===== config.mk =====
export PLATFORM = sky130hd
export DESIGN_NAME = csw_top
export DESIGN_NICKNAME = d
export VERILOG_FILES = /design/src/verilog/csw_pkg.sv /design/src/verilog/csw_div.sv /design/src/verilog/csw_once.sv /design/src/verilog/csw_top.sv
export SDC_FILE = /design/constraint.sdc
export NUM_CORES = 1
export LEC_CHECK = 0
export BUFFER_PORTS_ARGS = -buffer_cell sky130_fd_sc_hd__buf_2
export CAP_MARGIN = 10
export CORE_UTILIZATION = 49
export DETAILED_ROUTE_END_ITERATION = 10
export PLACE_DENSITY = 0.88
export SLEW_MARGIN = 20
export SYNTH_ARGS = -nofsm -noshare
export SYNTH_HDL_FRONTEND = slang
export SYNTH_SLANG_ARGS = --single-unit
export TNS_END_PERCENT = 50

===== constraint.sdc =====
create_clock -name mclk -period 2.22 [get_ports mclk]
set_clock_uncertainty 0.1 [all_clocks]
set_input_delay 0.111 -clock mclk [delete_from_list [all_inputs] [get_ports mclk]]
set_output_delay 0.111 -clock mclk [all_outputs]
set_load 0.01 [all_outputs]

===== src/verilog/csw_pkg.sv =====
// Constants and types shared by the clock select control block.
package csw_pkg;
   localparam int          CSW_AW            = 8;
   localparam int          CSW_DW            = 8;
   // Register offsets.
   localparam logic [7:0]  CSW_SEL_OFS       = 8'h00;
   localparam logic [7:0]  CSW_STAT_OFS      = 8'h01;
   // Field positions of the clock source and wait select register.
   localparam int          CSW_LOOP_SEL_BIT  = 7;
   localparam int          CSW_OSC_STOP_BIT  = 6;
   localparam int          CSW_SYS_WAI_BIT   = 5;
   localparam int          CSW_AMP_WAI_BIT   = 4;
   localparam int          CSW_LOOP_WAI_BIT  = 3;
   localparam int          CSW_CORE_WAI_BIT  = 2;
   localparam int          CSW_TMR_WAI_BIT   = 1;
   localparam int          CSW_WDG_WAI_BIT   = 0;
   // Field positions of the status register.
   localparam int          CSW_ST_SRC_BIT    = 0;
   localparam int          CSW_ST_SCM_BIT    = 1;
   localparam int          CSW_ST_WAIT_BIT   = 2;
   localparam int          CSW_ST_STOP_BIT   = 3;
   localparam int          CSW_ST_AUTO_BIT   = 4;
   localparam int          CSW_ST_ONCE_BIT   = 5;
   // Reset values.
   localparam logic [7:0]  CSW_SEL_RST       = 8'h00;
   localparam logic [7:0]  CSW_RDATA_RST     = 8'h00;
   // The bus clock is the system clock source divided by this figure.
   localparam logic [1:0]  CSW_BUS_DIV       = 2'h2;

   // Power mode sequencer states.
   typedef enum logic [3:0] {
      CSW_RUN  = 4'h1,
      CSW_PREP = 4'h2,
      CSW_WAIT = 4'h4,
      CSW_STOP = 4'h8
   } csw_state_e;
endpackage


===== src/verilog/csw_div.sv =====
// Bus clock enable divider: one pulse for every CSW_BUS_DIV enabled system clock cycles.
`timescale 1ns/100ps
module csw_div (
   // Clock and reset
   input  wire logic mclk,
   input  wire logic rst,
   // Control
   input  wire logic run,
   // Enable out
   output logic      bus_en
);
   import csw_pkg::*;

   logic [1:0] cnt;

   // A halted source also halts the divider, so no bus edge leaks out in wait.
   always_ff @(posedge mclk or posedge rst) begin
      if (rst) begin
         cnt <= 2'h0;
      end else if (run) begin
         if (cnt == CSW_BUS_DIV - 2'h1) begin
            cnt <= 2'h0;
         end else begin
            cnt <= cnt + 2'h1;
         end
      end
   end

   always_ff @(posedge mclk or posedge rst) begin
      if (rst) begin
         bus_en <= 1'b0;
      end else begin
         bus_en <= run && (cnt == CSW_BUS_DIV - 2'h1);
      end
   end
endmodule


===== src/verilog/csw_once.sv =====
// Write-once storage bit that stays writable at any time in special modes.
`timescale 1ns/100ps
module csw_once (
   // Clock and reset
   input  wire logic mclk,
   input  wire logic rst,
   // Write side
   input  wire logic wr,
   input  wire logic din,
   input  wire logic special_mode,
   // State
   output logic      q,
   output logic      written
);
   // The lock is kept even in special modes, so leaving special mode does not
   // reopen the bit after a write already took place.
   always_ff @(posedge mclk or posedge rst) begin
      if (rst) begin
         q <= 1'b0;
      end else if (wr && (special_mode || !written)) begin
         q <= din;
      end
   end

   always_ff @(posedge mclk or posedge rst) begin
      if (rst) begin
         written <= 1'b0;
      end else if (wr) begin
         written <= 1'b1;
      end
   end
endmodule


===== src/verilog/csw_top.sv =====
// Clock source and wait select control with its register port and mode sequencer.
//
// Implementation choices: strobed register access and the register offsets.
`timescale 1ns/100ps
// Functional notes
// Setting loop select is ignored unless locked (auto) or tracking (manual).
// Loop select clears on self-clock, stop, or wait entry with loop halt set.
// Select zero uses oscillator clock, one uses loop clock; bus is half.
// Oscillator stops in stop mode unless run-in-stop bit is set.
// System clocks halt in wait when their bit is set; timer, watchdog unaffected.
// Low amplitude bit requests reduced oscillator amplitude during wait.
// Loop halt bit clears select before wait, powers loop down, power-on kept.
// Select is not restored after wait; software must set it again.
// Loop halt bit forces automatic bandwidth on so loop relocks itself.
// Core clock stops in wait when core halt bit is set.
// Timer stops and its dividers reset on wait entry when bit set.
// Watchdog stops and its dividers reset on wait entry when bit set.
// Watchdog bit accepts only the first write in normal modes.
// Self-clock mode runs all clocks from loop clock at minimum frequency.
// All eight select bits read back their current values at any time.
module csw_top (
   // Clock and reset
   input  wire logic                      mclk,
   input  wire logic                      rst,
   // Register port
   input  wire logic [csw_pkg::CSW_AW-1:0] addr,
   input  wire logic [csw_pkg::CSW_DW-1:0] wdata,
   input  wire logic                      wr,
   input  wire logic                      rd,
   output logic      [csw_pkg::CSW_DW-1:0] rdata,
   // Neighbouring loop status and mode inputs
   input  wire logic                      loop_locked,
   input  wire logic                      loop_tracking,
   input  wire logic                      auto_bandwidth,
   input  wire logic                      loop_power_on,
   input  wire logic                      self_clock_status,
   input  wire logic                      special_mode,
   input  wire logic                      wait_req,
   input  wire logic                      stop_req,
   // Clock source and gating
   output logic                           sys_src_loop,
   output logic                           bus_clk_en,
   output logic                           sys_clk_run,
   output logic                           core_clk_run,
   // Oscillator control
   output logic                           osc_enable,
   output logic                           osc_low_amp,
   // Loop control
   output logic                           loop_power_down,
   output logic                           auto_bw_force,
   // Periodic timer and watchdog control
   output logic                           timer_run,
   output logic                           timer_div_clear,
   output logic                           watchdog_run,
   output logic                           watchdog_div_clear,
   // Mode status
   output logic                           in_wait,
   output logic                           in_stop
);
   import csw_pkg::*;

   csw_state_e state;
   csw_state_e next_state;

   logic loop_clock_select;
   logic oscillator_run_in_stop;
   logic system_clock_halt_in_wait;
   logic low_amplitude_in_wait;
   logic loop_halt_in_wait;
   logic core_halt_in_wait;
   logic periodic_timer_halt_in_wait;
   logic watchdog_halt_in_wait;
   logic watchdog_written;

   logic wr_sel;
   logic auto_eff;
   logic loop_stable;
   logic sel_hw_clear;
   logic wait_entry;
   logic stop_entry;
   logic sys_run_now;
   logic div_en;
   logic [7:0] sel_value;
   logic [7:0] stat_value;

   // Offset decode, shared by the write path and both read paths.
   function automatic logic hit(input logic [CSW_AW-1:0] a, input logic [CSW_AW-1:0] ofs);
      return a == ofs;
   endfunction

   // Heading into wait with a given halt bit set; most wait gating hangs on this.
   function automatic logic wait_with(input csw_state_e s, input logic halt_bit);
      return (s == CSW_WAIT) && halt_bit;
   endfunction

   // Register selects and derived terms.
   assign wr_sel      = wr && hit(addr, CSW_SEL_OFS);
   assign auto_eff    = auto_bandwidth || loop_halt_in_wait;
   assign loop_stable = auto_eff ? loop_locked : loop_tracking;
   assign wait_entry  = (state == CSW_WAIT) && (next_state == CSW_WAIT) ? 1'b0 :
                        (next_state == CSW_WAIT) || (next_state == CSW_PREP);
   assign stop_entry  = (state != CSW_STOP) && (next_state == CSW_STOP);

   // Hardware clearing must beat a software set in the same cycle, since a set
   // that survived would put an unstable or powered-down loop on the system.
   assign sel_hw_clear = self_clock_status || stop_entry ||
                         (wait_entry && loop_halt_in_wait);

   // Mode sequencer: a prep cycle drops the loop select before wait takes hold.
   always_comb begin
      next_state = state;
      case (state)
         CSW_RUN: begin
            if (stop_req) begin
               next_state = CSW_STOP;
            end else if (wait_req && loop_halt_in_wait) begin
               next_state = CSW_PREP;
            end else if (wait_req) begin
               next_state = CSW_WAIT;
            end
         end
         CSW_PREP: begin
            next_state = wait_req ? CSW_WAIT : CSW_RUN;
         end
         CSW_WAIT: begin
            if (!wait_req) begin
               next_state = CSW_RUN;
            end
         end
         CSW_STOP: begin
            if (!stop_req) begin
               next_state = CSW_RUN;
            end
         end
         default: begin
            next_state = CSW_RUN;
         end
      endcase
   end

   always_ff @(posedge mclk or posedge rst) begin
      if (rst) begin
         state <= CSW_RUN;
      end else begin
         state <= next_state;
      end
   end

   // Loop clock select: guarded set, hardware clear, never restored by hardware.
   always_ff @(posedge mclk or posedge rst) begin
      if (rst) begin
         loop_clock_select <= CSW_SEL_RST[CSW_LOOP_SEL_BIT];
      end else if (sel_hw_clear) begin
         loop_clock_select <= 1'b0;
      end else if (wr_sel) begin
         if (!wdata[CSW_LOOP_SEL_BIT]) begin
            loop_clock_select <= 1'b0;
         end else if (loop_stable) begin
            loop_clock_select <= 1'b1;
         end
      end
   end

   // Freely writable control bits, one register each.
   always_ff @(posedge mclk or posedge rst) begin
      if (rst) begin
         oscillator_run_in_stop <= CSW_SEL_RST[CSW_OSC_STOP_BIT];
      end else if (wr_sel) begin
         oscillator_run_in_stop <= wdata[CSW_OSC_STOP_BIT];
      end
   end

   always_ff @(posedge mclk or posedge rst) begin
      if (rst) begin
         system_clock_halt_in_wait <= CSW_SEL_RST[CSW_SYS_WAI_BIT];
      end else if (wr_sel) begin
         system_clock_halt_in_wait <= wdata[CSW_SYS_WAI_BIT];
      end
   end

   always_ff @(posedge mclk or posedge rst) begin
      if (rst) begin
         low_amplitude_in_wait <= CSW_SEL_RST[CSW_AMP_WAI_BIT];
      end else if (wr_sel) begin
         low_amplitude_in_wait <= wdata[CSW_AMP_WAI_BIT];
      end
   end

   // Writing this bit also moves the select guard onto the lock status.
   always_ff @(posedge mclk or posedge rst) begin
      if (rst) begin
         loop_halt_in_wait <= CSW_SEL_RST[CSW_LOOP_WAI_BIT];
      end else if (wr_sel) begin
         loop_halt_in_wait <= wdata[CSW_LOOP_WAI_BIT];
      end
   end

   always_ff @(posedge mclk or posedge rst) begin
      if (rst) begin
         core_halt_in_wait <= CSW_SEL_RST[CSW_CORE_WAI_BIT];
      end else if (wr_sel) begin
         core_halt_in_wait <= wdata[CSW_CORE_WAI_BIT];
      end
   end

   always_ff @(posedge mclk or posedge rst) begin
      if (rst) begin
         periodic_timer_halt_in_wait <= CSW_SEL_RST[CSW_TMR_WAI_BIT];
      end else if (wr_sel) begin
         periodic_timer_halt_in_wait <= wdata[CSW_TMR_WAI_BIT];
      end
   end

   // Watchdog halt bit is write-once outside special modes.
   csw_once u_wdg_once (
      .mclk         (mclk),
      .rst          (rst),
      .wr           (wr_sel),
      .din          (wdata[CSW_WDG_WAI_BIT]),
      .special_mode (special_mode),
      .q            (watchdog_halt_in_wait),
      .written      (watchdog_written)
   );

   // Read data, valid only in the cycle after the read strobe.
   assign sel_value = {loop_clock_select, oscillator_run_in_stop,
                       system_clock_halt_in_wait, low_amplitude_in_wait,
                       loop_halt_in_wait, core_halt_in_wait,
                       periodic_timer_halt_in_wait, watchdog_halt_in_wait};

   always_comb begin
      stat_value                  = 8'h00;
      stat_value[CSW_ST_SRC_BIT]  = sys_src_loop;
      stat_value[CSW_ST_SCM_BIT]  = self_clock_status;
      stat_value[CSW_ST_WAIT_BIT] = in_wait;
      stat_value[CSW_ST_STOP_BIT] = in_stop;
      stat_value[CSW_ST_AUTO_BIT] = auto_bw_force;
      stat_value[CSW_ST_ONCE_BIT] = watchdog_written;
   end

   always_ff @(posedge mclk or posedge rst) begin
      if (rst) begin
         rdata <= CSW_RDATA_RST;
      end else if (rd && hit(addr, CSW_SEL_OFS)) begin
         rdata <= sel_value;
      end else if (rd && hit(addr, CSW_STAT_OFS)) begin
         rdata <= stat_value;
      end else begin
         rdata <= 8'h00;
      end
   end

   // Clock source: self-clock mode always runs from the loop at its floor.
   always_ff @(posedge mclk or posedge rst) begin
      if (rst) begin
         sys_src_loop <= 1'b0;
      end else begin
         sys_src_loop <= self_clock_status || loop_clock_select;
      end
   end

   // System and core clock gating in the low-power modes.
   assign sys_run_now = !wait_with(next_state, system_clock_halt_in_wait) &&
                        (next_state != CSW_STOP);

   always_ff @(posedge mclk or posedge rst) begin
      if (rst) begin
         sys_clk_run  <= 1'b1;
         core_clk_run <= 1'b1;
      end else begin
         sys_clk_run  <= sys_run_now;
         core_clk_run <= sys_run_now &&
                         !wait_with(next_state, core_halt_in_wait);
      end
   end

   // Bus clock enable at half the selected source rate.
   assign div_en = sys_run_now;

   csw_div u_bus_div (
      .mclk   (mclk),
      .rst    (rst),
      .run    (div_en),
      .bus_en (bus_clk_en)
   );

   // Oscillator enable and amplitude.
   always_ff @(posedge mclk or posedge rst) begin
      if (rst) begin
         osc_enable  <= 1'b1;
         osc_low_amp <= 1'b0;
      end else begin
         osc_enable  <= (next_state != CSW_STOP) || oscillator_run_in_stop;
         osc_low_amp <= ((next_state == CSW_STOP) && oscillator_run_in_stop) ||
                        wait_with(next_state, low_amplitude_in_wait);
      end
   end

   // Loop power: the power-on bit elsewhere stays set while the loop is down.
   always_ff @(posedge mclk or posedge rst) begin
      if (rst) begin
         loop_power_down <= 1'b0;
         auto_bw_force   <= 1'b0;
      end else begin
         loop_power_down <= !loop_power_on ||
                            wait_with(next_state, loop_halt_in_wait);
         auto_bw_force   <= loop_halt_in_wait;
      end
   end

   // Periodic timer and watchdog: run flags ignore the system halt bit.
   always_ff @(posedge mclk or posedge rst) begin
      if (rst) begin
         timer_run    <= 1'b1;
         watchdog_run <= 1'b1;
      end else begin
         timer_run    <= !wait_with(next_state, periodic_timer_halt_in_wait);
         watchdog_run <= !wait_with(next_state, watchdog_halt_in_wait);
      end
   end

   // Divider clears are one-cycle pulses at each wait entry with the matching halt bit set.
   always_ff @(posedge mclk or posedge rst) begin
      if (rst) begin
         timer_div_clear    <= 1'b0;
         watchdog_div_clear <= 1'b0;
      end else begin
         timer_div_clear    <= (state != CSW_WAIT) && (next_state == CSW_WAIT) &&
                               periodic_timer_halt_in_wait;
         watchdog_div_clear <= (state != CSW_WAIT) && (next_state == CSW_WAIT) &&
                               watchdog_halt_in_wait;
      end
   end

   // Mode status outputs.
   always_ff @(posedge mclk or posedge rst) begin
      if (rst) begin
         in_wait <= 1'b0;
         in_stop <= 1'b0;
      end else begin
         in_wait <= (next_state == CSW_WAIT);
         in_stop <= (next_state == CSW_STOP);
      end
   end
endmodule


; Word-level counts from Yosys, hierarchy flattened
; Cells that the tools add are included.
[totals]
reg_bits = 37
[classes]
addsub = 1
n_eq_ne = 13
n_mux = 16
reduce_logical = 39
[op_table]
columns = operator, n
row1 = logical AND 1 bit, 21
row2 = 2-to-1 mux 4 bit, 5
row3 = one-hot mux 4 bit (4 select lines), 1
row4 = logical OR 1 bit, 9
row5 = == test 4 x 2 -> 1 bit (second input constant), 2
row6 = == test 4 x 3 -> 1 bit (second input constant), 2
row7 = == test 4 bit (second input constant), 2
row8 = == test 8 x 1 -> 1 bit (second input constant), 1
row9 = zero test 8 bit, 1
row10 = 2-to-1 mux 8 bit, 1
row11 = != test 4 bit (second input constant), 2
row12 = zero test 1 bit, 6
row13 = 2-to-1 mux 1 bit, 6
row14 = 2-to-1 mux 6 bit, 1
row15 = == test 4 x 1 -> 1 bit (second input constant), 1
row16 = != test 4 x 3 -> 1 bit (second input constant), 1
row17 = 2-to-1 mux 3 bit, 1
row18 = != test 3 x 1 -> 1 bit (second input constant), 1
row19 = adder 2 x 1 -> 2 bit (second input constant), 1
row20 = == test 2 x 1 -> 1 bit (second input constant), 1
row21 = 2-to-1 mux 2 bit, 1
row22 = AND reduction 2 bit, 1
row23 = nonzero test 2 bit, 1

; Logic depth before layout (Yosys ltp)
[depth]
depth_word = 11
ltp_mapped = 5
ltp_nobuf = 4

; Modules after synthesis
; A second synthesis with hierarchy kept.
[hier_totals]
cells_unflattened = 114
area_unflattened_um2 = 1477.7
[modules_own_cells]
columns = module, n_inst, cells_per_inst, area_each_um2, seq_area_each_um2
row1 = csw_top, 1, 100, 1285.0, 808.3
row2 = csw_div, 1, 7, 105.1, 75.1
row3 = csw_once, 1, 7, 87.6, 50.0

; Least setup slack after synthesis
; OpenSTA, ideal clock, no wires.
[synth_timing]
kind = in2reg
start = input addr[5] in the netlist's numbering
end = register u_wdg_once.q
arrival_ps = 1438
required_time_ps = 1993
slack_ps = 555
cell_stages = 5
path_buffers = 1
path_cell_list = or4_4 nand4bb_1 buf_6 a21oi_2 mux2_1
[synth_between]
elab_chain_len = 3
[synth_lines]
columns = element, line_no
row1 = from (decl), csw_top.sv:26  ; input wire logic [csw_pkg::CSW_AW-1:0] addr,
row2 = zero test 8 bit, csw_top.sv:88  ; return a == ofs;
row3 = logical AND 1 bit, csw_top.sv:97  ; assign wr_sel = wr && hit(addr, CSW_SEL_OFS);
row4 = logical AND 1 bit, csw_once.sv:20  ; end else if (wr && (special_mode || !written)) begin
row5 = to (signal assigned), csw_once.sv:21  ; q <= din;
row6 = to (decl), csw_once.sv:12  ; output logic q,
; Every way passes these cells.
; A chain may end at the register's enable or synchronous reset.

; Worst setup path in the final report
[layout_timing]
start = register state[1]
end = register u_bus_div.cnt[0]
[layout_between]
elab_chain_len = 8
word_cells_on_any_way = 15
classes_between = eq/ne (6) / mux (6) / reduce/logical (3)
[layout_lines]
columns = element, line_no
row1 = from (decl), csw_top.sv:62  ; csw_state_e state;
row2 = from (signal assigned), csw_top.sv:145  ; state <= next_state;
row3 = 2-to-1 mux 4 bit, csw_top.sv:118  ; end else if (wait_req) begin
row4 = 2-to-1 mux 4 bit, csw_top.sv:116  ; end else if (wait_req && loop_halt_in_wait) begin
row5 = 2-to-1 mux 4 bit, csw_top.sv:114  ; if (stop_req) begin
row6 = one-hot mux 4 bit (4 select lines) *, csw_top.sv:112  ; case (state)
row7 = == test 4 x 3 -> 1 bit, csw_top.sv:93  ; return (s == CSW_WAIT) && halt_bit;
row8 = logical AND 1 bit, csw_top.sv:93
row9 = zero test 1 bit, csw_top.sv:263  ; assign sys_run_now = !wait_with(next_state, system_clock_halt_in_wait) &&
row10 = logical AND 1 bit *, csw_top.sv:263
row11 = to (signal assigned), csw_div.sv:24  ; cnt <= cnt + 2'h1;
row12 = to (decl), csw_div.sv:14  ; logic [1:0] cnt;
; Every way passes the cells marked *; elsewhere a longest branch is shown, timed or not.

==> impl_metrics.yaml <==
run_status:
  status: "finished, violations left"
  violations: "DRC"
layout:
  final_cell_mix: "49 x buf_2, 31 x dfrtp_1, 12 x dlygate4sd3_1"
  antennaDiodeCount: 0
  nNetsFinal: 211
  synthToLayoutAreaGrowth_pct: 32.3
  final_common_cell: "buf_2"
  largestRegisters: "rdata (8), state (4), u_bus_div.cnt (2)"
  drive_gt1_share_pct: 43.5
  largest_reg_flops: 8
  fin_area_mm2: 0.00199
  fillers: 187
  regMostFlops: "rdata"
power_and_ir_drop:
  p_leak_nw: 1.02
  peakVddDrop_mv: 0.540
  power.switching_w: 0.000470
  internal-power_w: 0.00121
  switching_share_pct: 28.0
  pwr-share-comb_pct: 21.0
  p_clk_share_pct: 28.5
  seqPwrFrac_pct: 50.4
  powerDensity_mw_per_mm2: 843
setup_path:
  crit_fanout: 5
  crit_arrival_ps: 1920
  worstRegToRegCells: 4
  worstSetupPathType: "reg -> reg"
  crit_buf_inv: 0
  timing.rr.end: "u_bus_div.cnt[0]"
  crit_cells: 4
  rrSetupSlack_ps: 440
  max_stage_delay_ps: 440
  crit_slowest_cell: "dfrtp_1"
  crit_chain: "or3b_1 > o21a_1 > a211o_1 > a211oi_1"
  end_kind: "register"
  critPathLaunchType: "register"
  crit_family: "compound AO/OA/AOI/OAI gates"
  cp.required_ps: 2360
  reg2reg_from: "state[1]"
die:
  fp.dieW_um: 57.4
  initial_utilization_pct: 53.2
  core-area_mm2: 0.00283
  io_pins: 50
  die_area_mm2: 0.00329
  die_h_um: 57.4
  row_count: 19
global_routing:
  grt-ovfl-total: 0
  antenna_found_initial: 0
  grt_pass1_wl_mm: 5.21
  grt_max_degree: 38
  grt_pass1_vias: 1164
  grt_use_total_pct: 21.6
hold_path:
  worstHoldStart: "addr[0]"
  hold_path_end: "rdata[7]"
  holdPathStages: 3
  hold_class: "in -> reg"
drt:
  drt_iter0_markers: 65
  viasPerCell: 5.56
  met3WireLength_um: 250
  wl_met1_mm: 1.28
  first_pass_iters: 7
  wl_mm: 3.13
  drtAntennaViolNets: 0
  routedWlPerCell_um: 14.6
  top_layer: "met4"
  drc_errors: 7
  met2_wirelength_mm: 1.55
  via_count: 1195
timing:
  fin_crit_sh_pct: 80.2
  worst_slew_pin_slew_ps: 494
  relSlewSlack_pct: 66.8
  hold_violations: 0
  tns_ps: 0
  rsz0062_at_grt: "false"
  drv_slew: 0
  holdWs_ps: 62.5
  period_minus_slack_ps: 1780
  fmax_mhz: 562
  setup_viol_count_final: 0
synthesis:
  yosys.area.top_type: "dfrtp_1"
  synth_area_mm2: 0.00150
  synth-edff-count: 0
  ys_ff_latch: 37
  postSynthAreaPerCell_um2: 13.0
  yosysWarnings: 0
  synth_fp_nets: 144
  async_flop_share_pct: 100
  ys_top_cells_by_area: "dfrtp_1 52%, dfstp_2 10%, mux2_2 4.5%"
  synth_top_area_share_pct: 51.6
  synth_cell_types: 35
  yosysSeqAreaShare_pct: 62.1
  synth_ff_type: "dfrtp_1"
  netlist_instances: 116
clocking:
  h-tree-depth: 2
  post_cts_buffers: 0
  cts_buffer_depth: 2
  path_clk_slew_ps: 110
  clk_latency_ps: 340
  cts_tree: "done"
  clkSinkCount: 37
  clockRootBuffer: "clkbuf_4"
  tritoncts.num_buffers: 5
placed_design:
  routabilityCongestion: 0.852
  placed_area_mm2: 0.00178
  hpwl_mm: 2.20
  portBuffers: 49
flow_run:
  maxCapViolCount: 0
## per-layer routing
layer	vias up	global-route usage, %
met5	-	0
met4	0	8.36
met3	8	7.48
met2	62	36.4
met1	574	25.3
li1	551	-
## metrics by stage
stage                     worst slack, ps  power (W)  std cells  util, %
after CTS                             435    0.00169        215     70.3
after floorplan                       555    0.00107        116        -
after detailed placement              452    0.00119        195     63.1
after global routing                  340    0.00177        215     70.3
final                                 440    0.00168        215     70.3
after global placement                501    0.00117        195     63.1
## power groups by stage
stage | registers [W] | logic [W] | clock network (W)
after detailed placement | 0.000856 | 0.000338 | 0
after global routing | 0.000852 | 0.000396 | 0.000519
after CTS | 0.000843 | 0.000354 | 0.000488
after global placement | 0.000850 | 0.000324 | 0
final | 0.000846 | 0.000353 | 0.000479
after floorplan | 0.000871 | 0.000195 | 0
## cell usage after synthesis, types with 2 or more instances
cell type   n
inv_1       5
mux2_2      6
nand2b_1    6
nor3_1      4
nand2_1     4
clkbuf_1    2
a211o_1     2
and2_1      2
nor4_1      2
dfrtp_1    31
a21oi_1     6
a21oi_2     2
and3_1      4
nor2_1      6
a22o_1      7
or2_2       3
dfstp_2     6
## worst min-delay path: stages
cell and delay (ps):
buf_2 130, nor4_4 80, and2_1 150
## worst max path at each step
stage,startpoint,endpoint,slack [ps]
after floorplan,addr[5],u_wdg_once.q,550
after global placement,addr[5],low_amplitude_in_wait,500
after detailed placement,state[1],u_bus_div.cnt[0],450
after CTS,state[1],u_bus_div.cnt[0],430
after global routing,state[0],u_bus_div.cnt[0],340
final,state[1],u_bus_div.cnt[0],440
## logic make-up (layout without fill, tap and decap cells)
kind of cell	count (synthesis)	in the layout	synth area share, %
XOR/XNOR	1	1	0.582
AO/OA/AOI/OAI	24	24	12.2
flip-flops	37	37	62.1
multiplexers	7	7	5.24
AND/OR/NAND/NOR	39	39	17.4
buffers and inverters	8	76	2.50
## repair_timing
item / CTS / global route
hold buffers: 12 / 0
resized for setup: 0 / 0
endpoints found under the hold margin: 44 / 0
## area by class of cell
cell class / instances / area [um^2] / area share, %
Clock buffer: 7 / 55.1 / 2.77
Multi-Input combinational cell: 71 / 533 / 26.8
Timing Repair Buffer: 63 / 380 / 19.1
Inverter: 5 / 18.8 / 0.943
Sequential cell: 37 / 933 / 46.9
Clock inverter: 1 / 30.0 / 1.51
Tap cell: 31 / 38.8 / 1.95
Note: power is estimated with default switching activity, not from simulation.
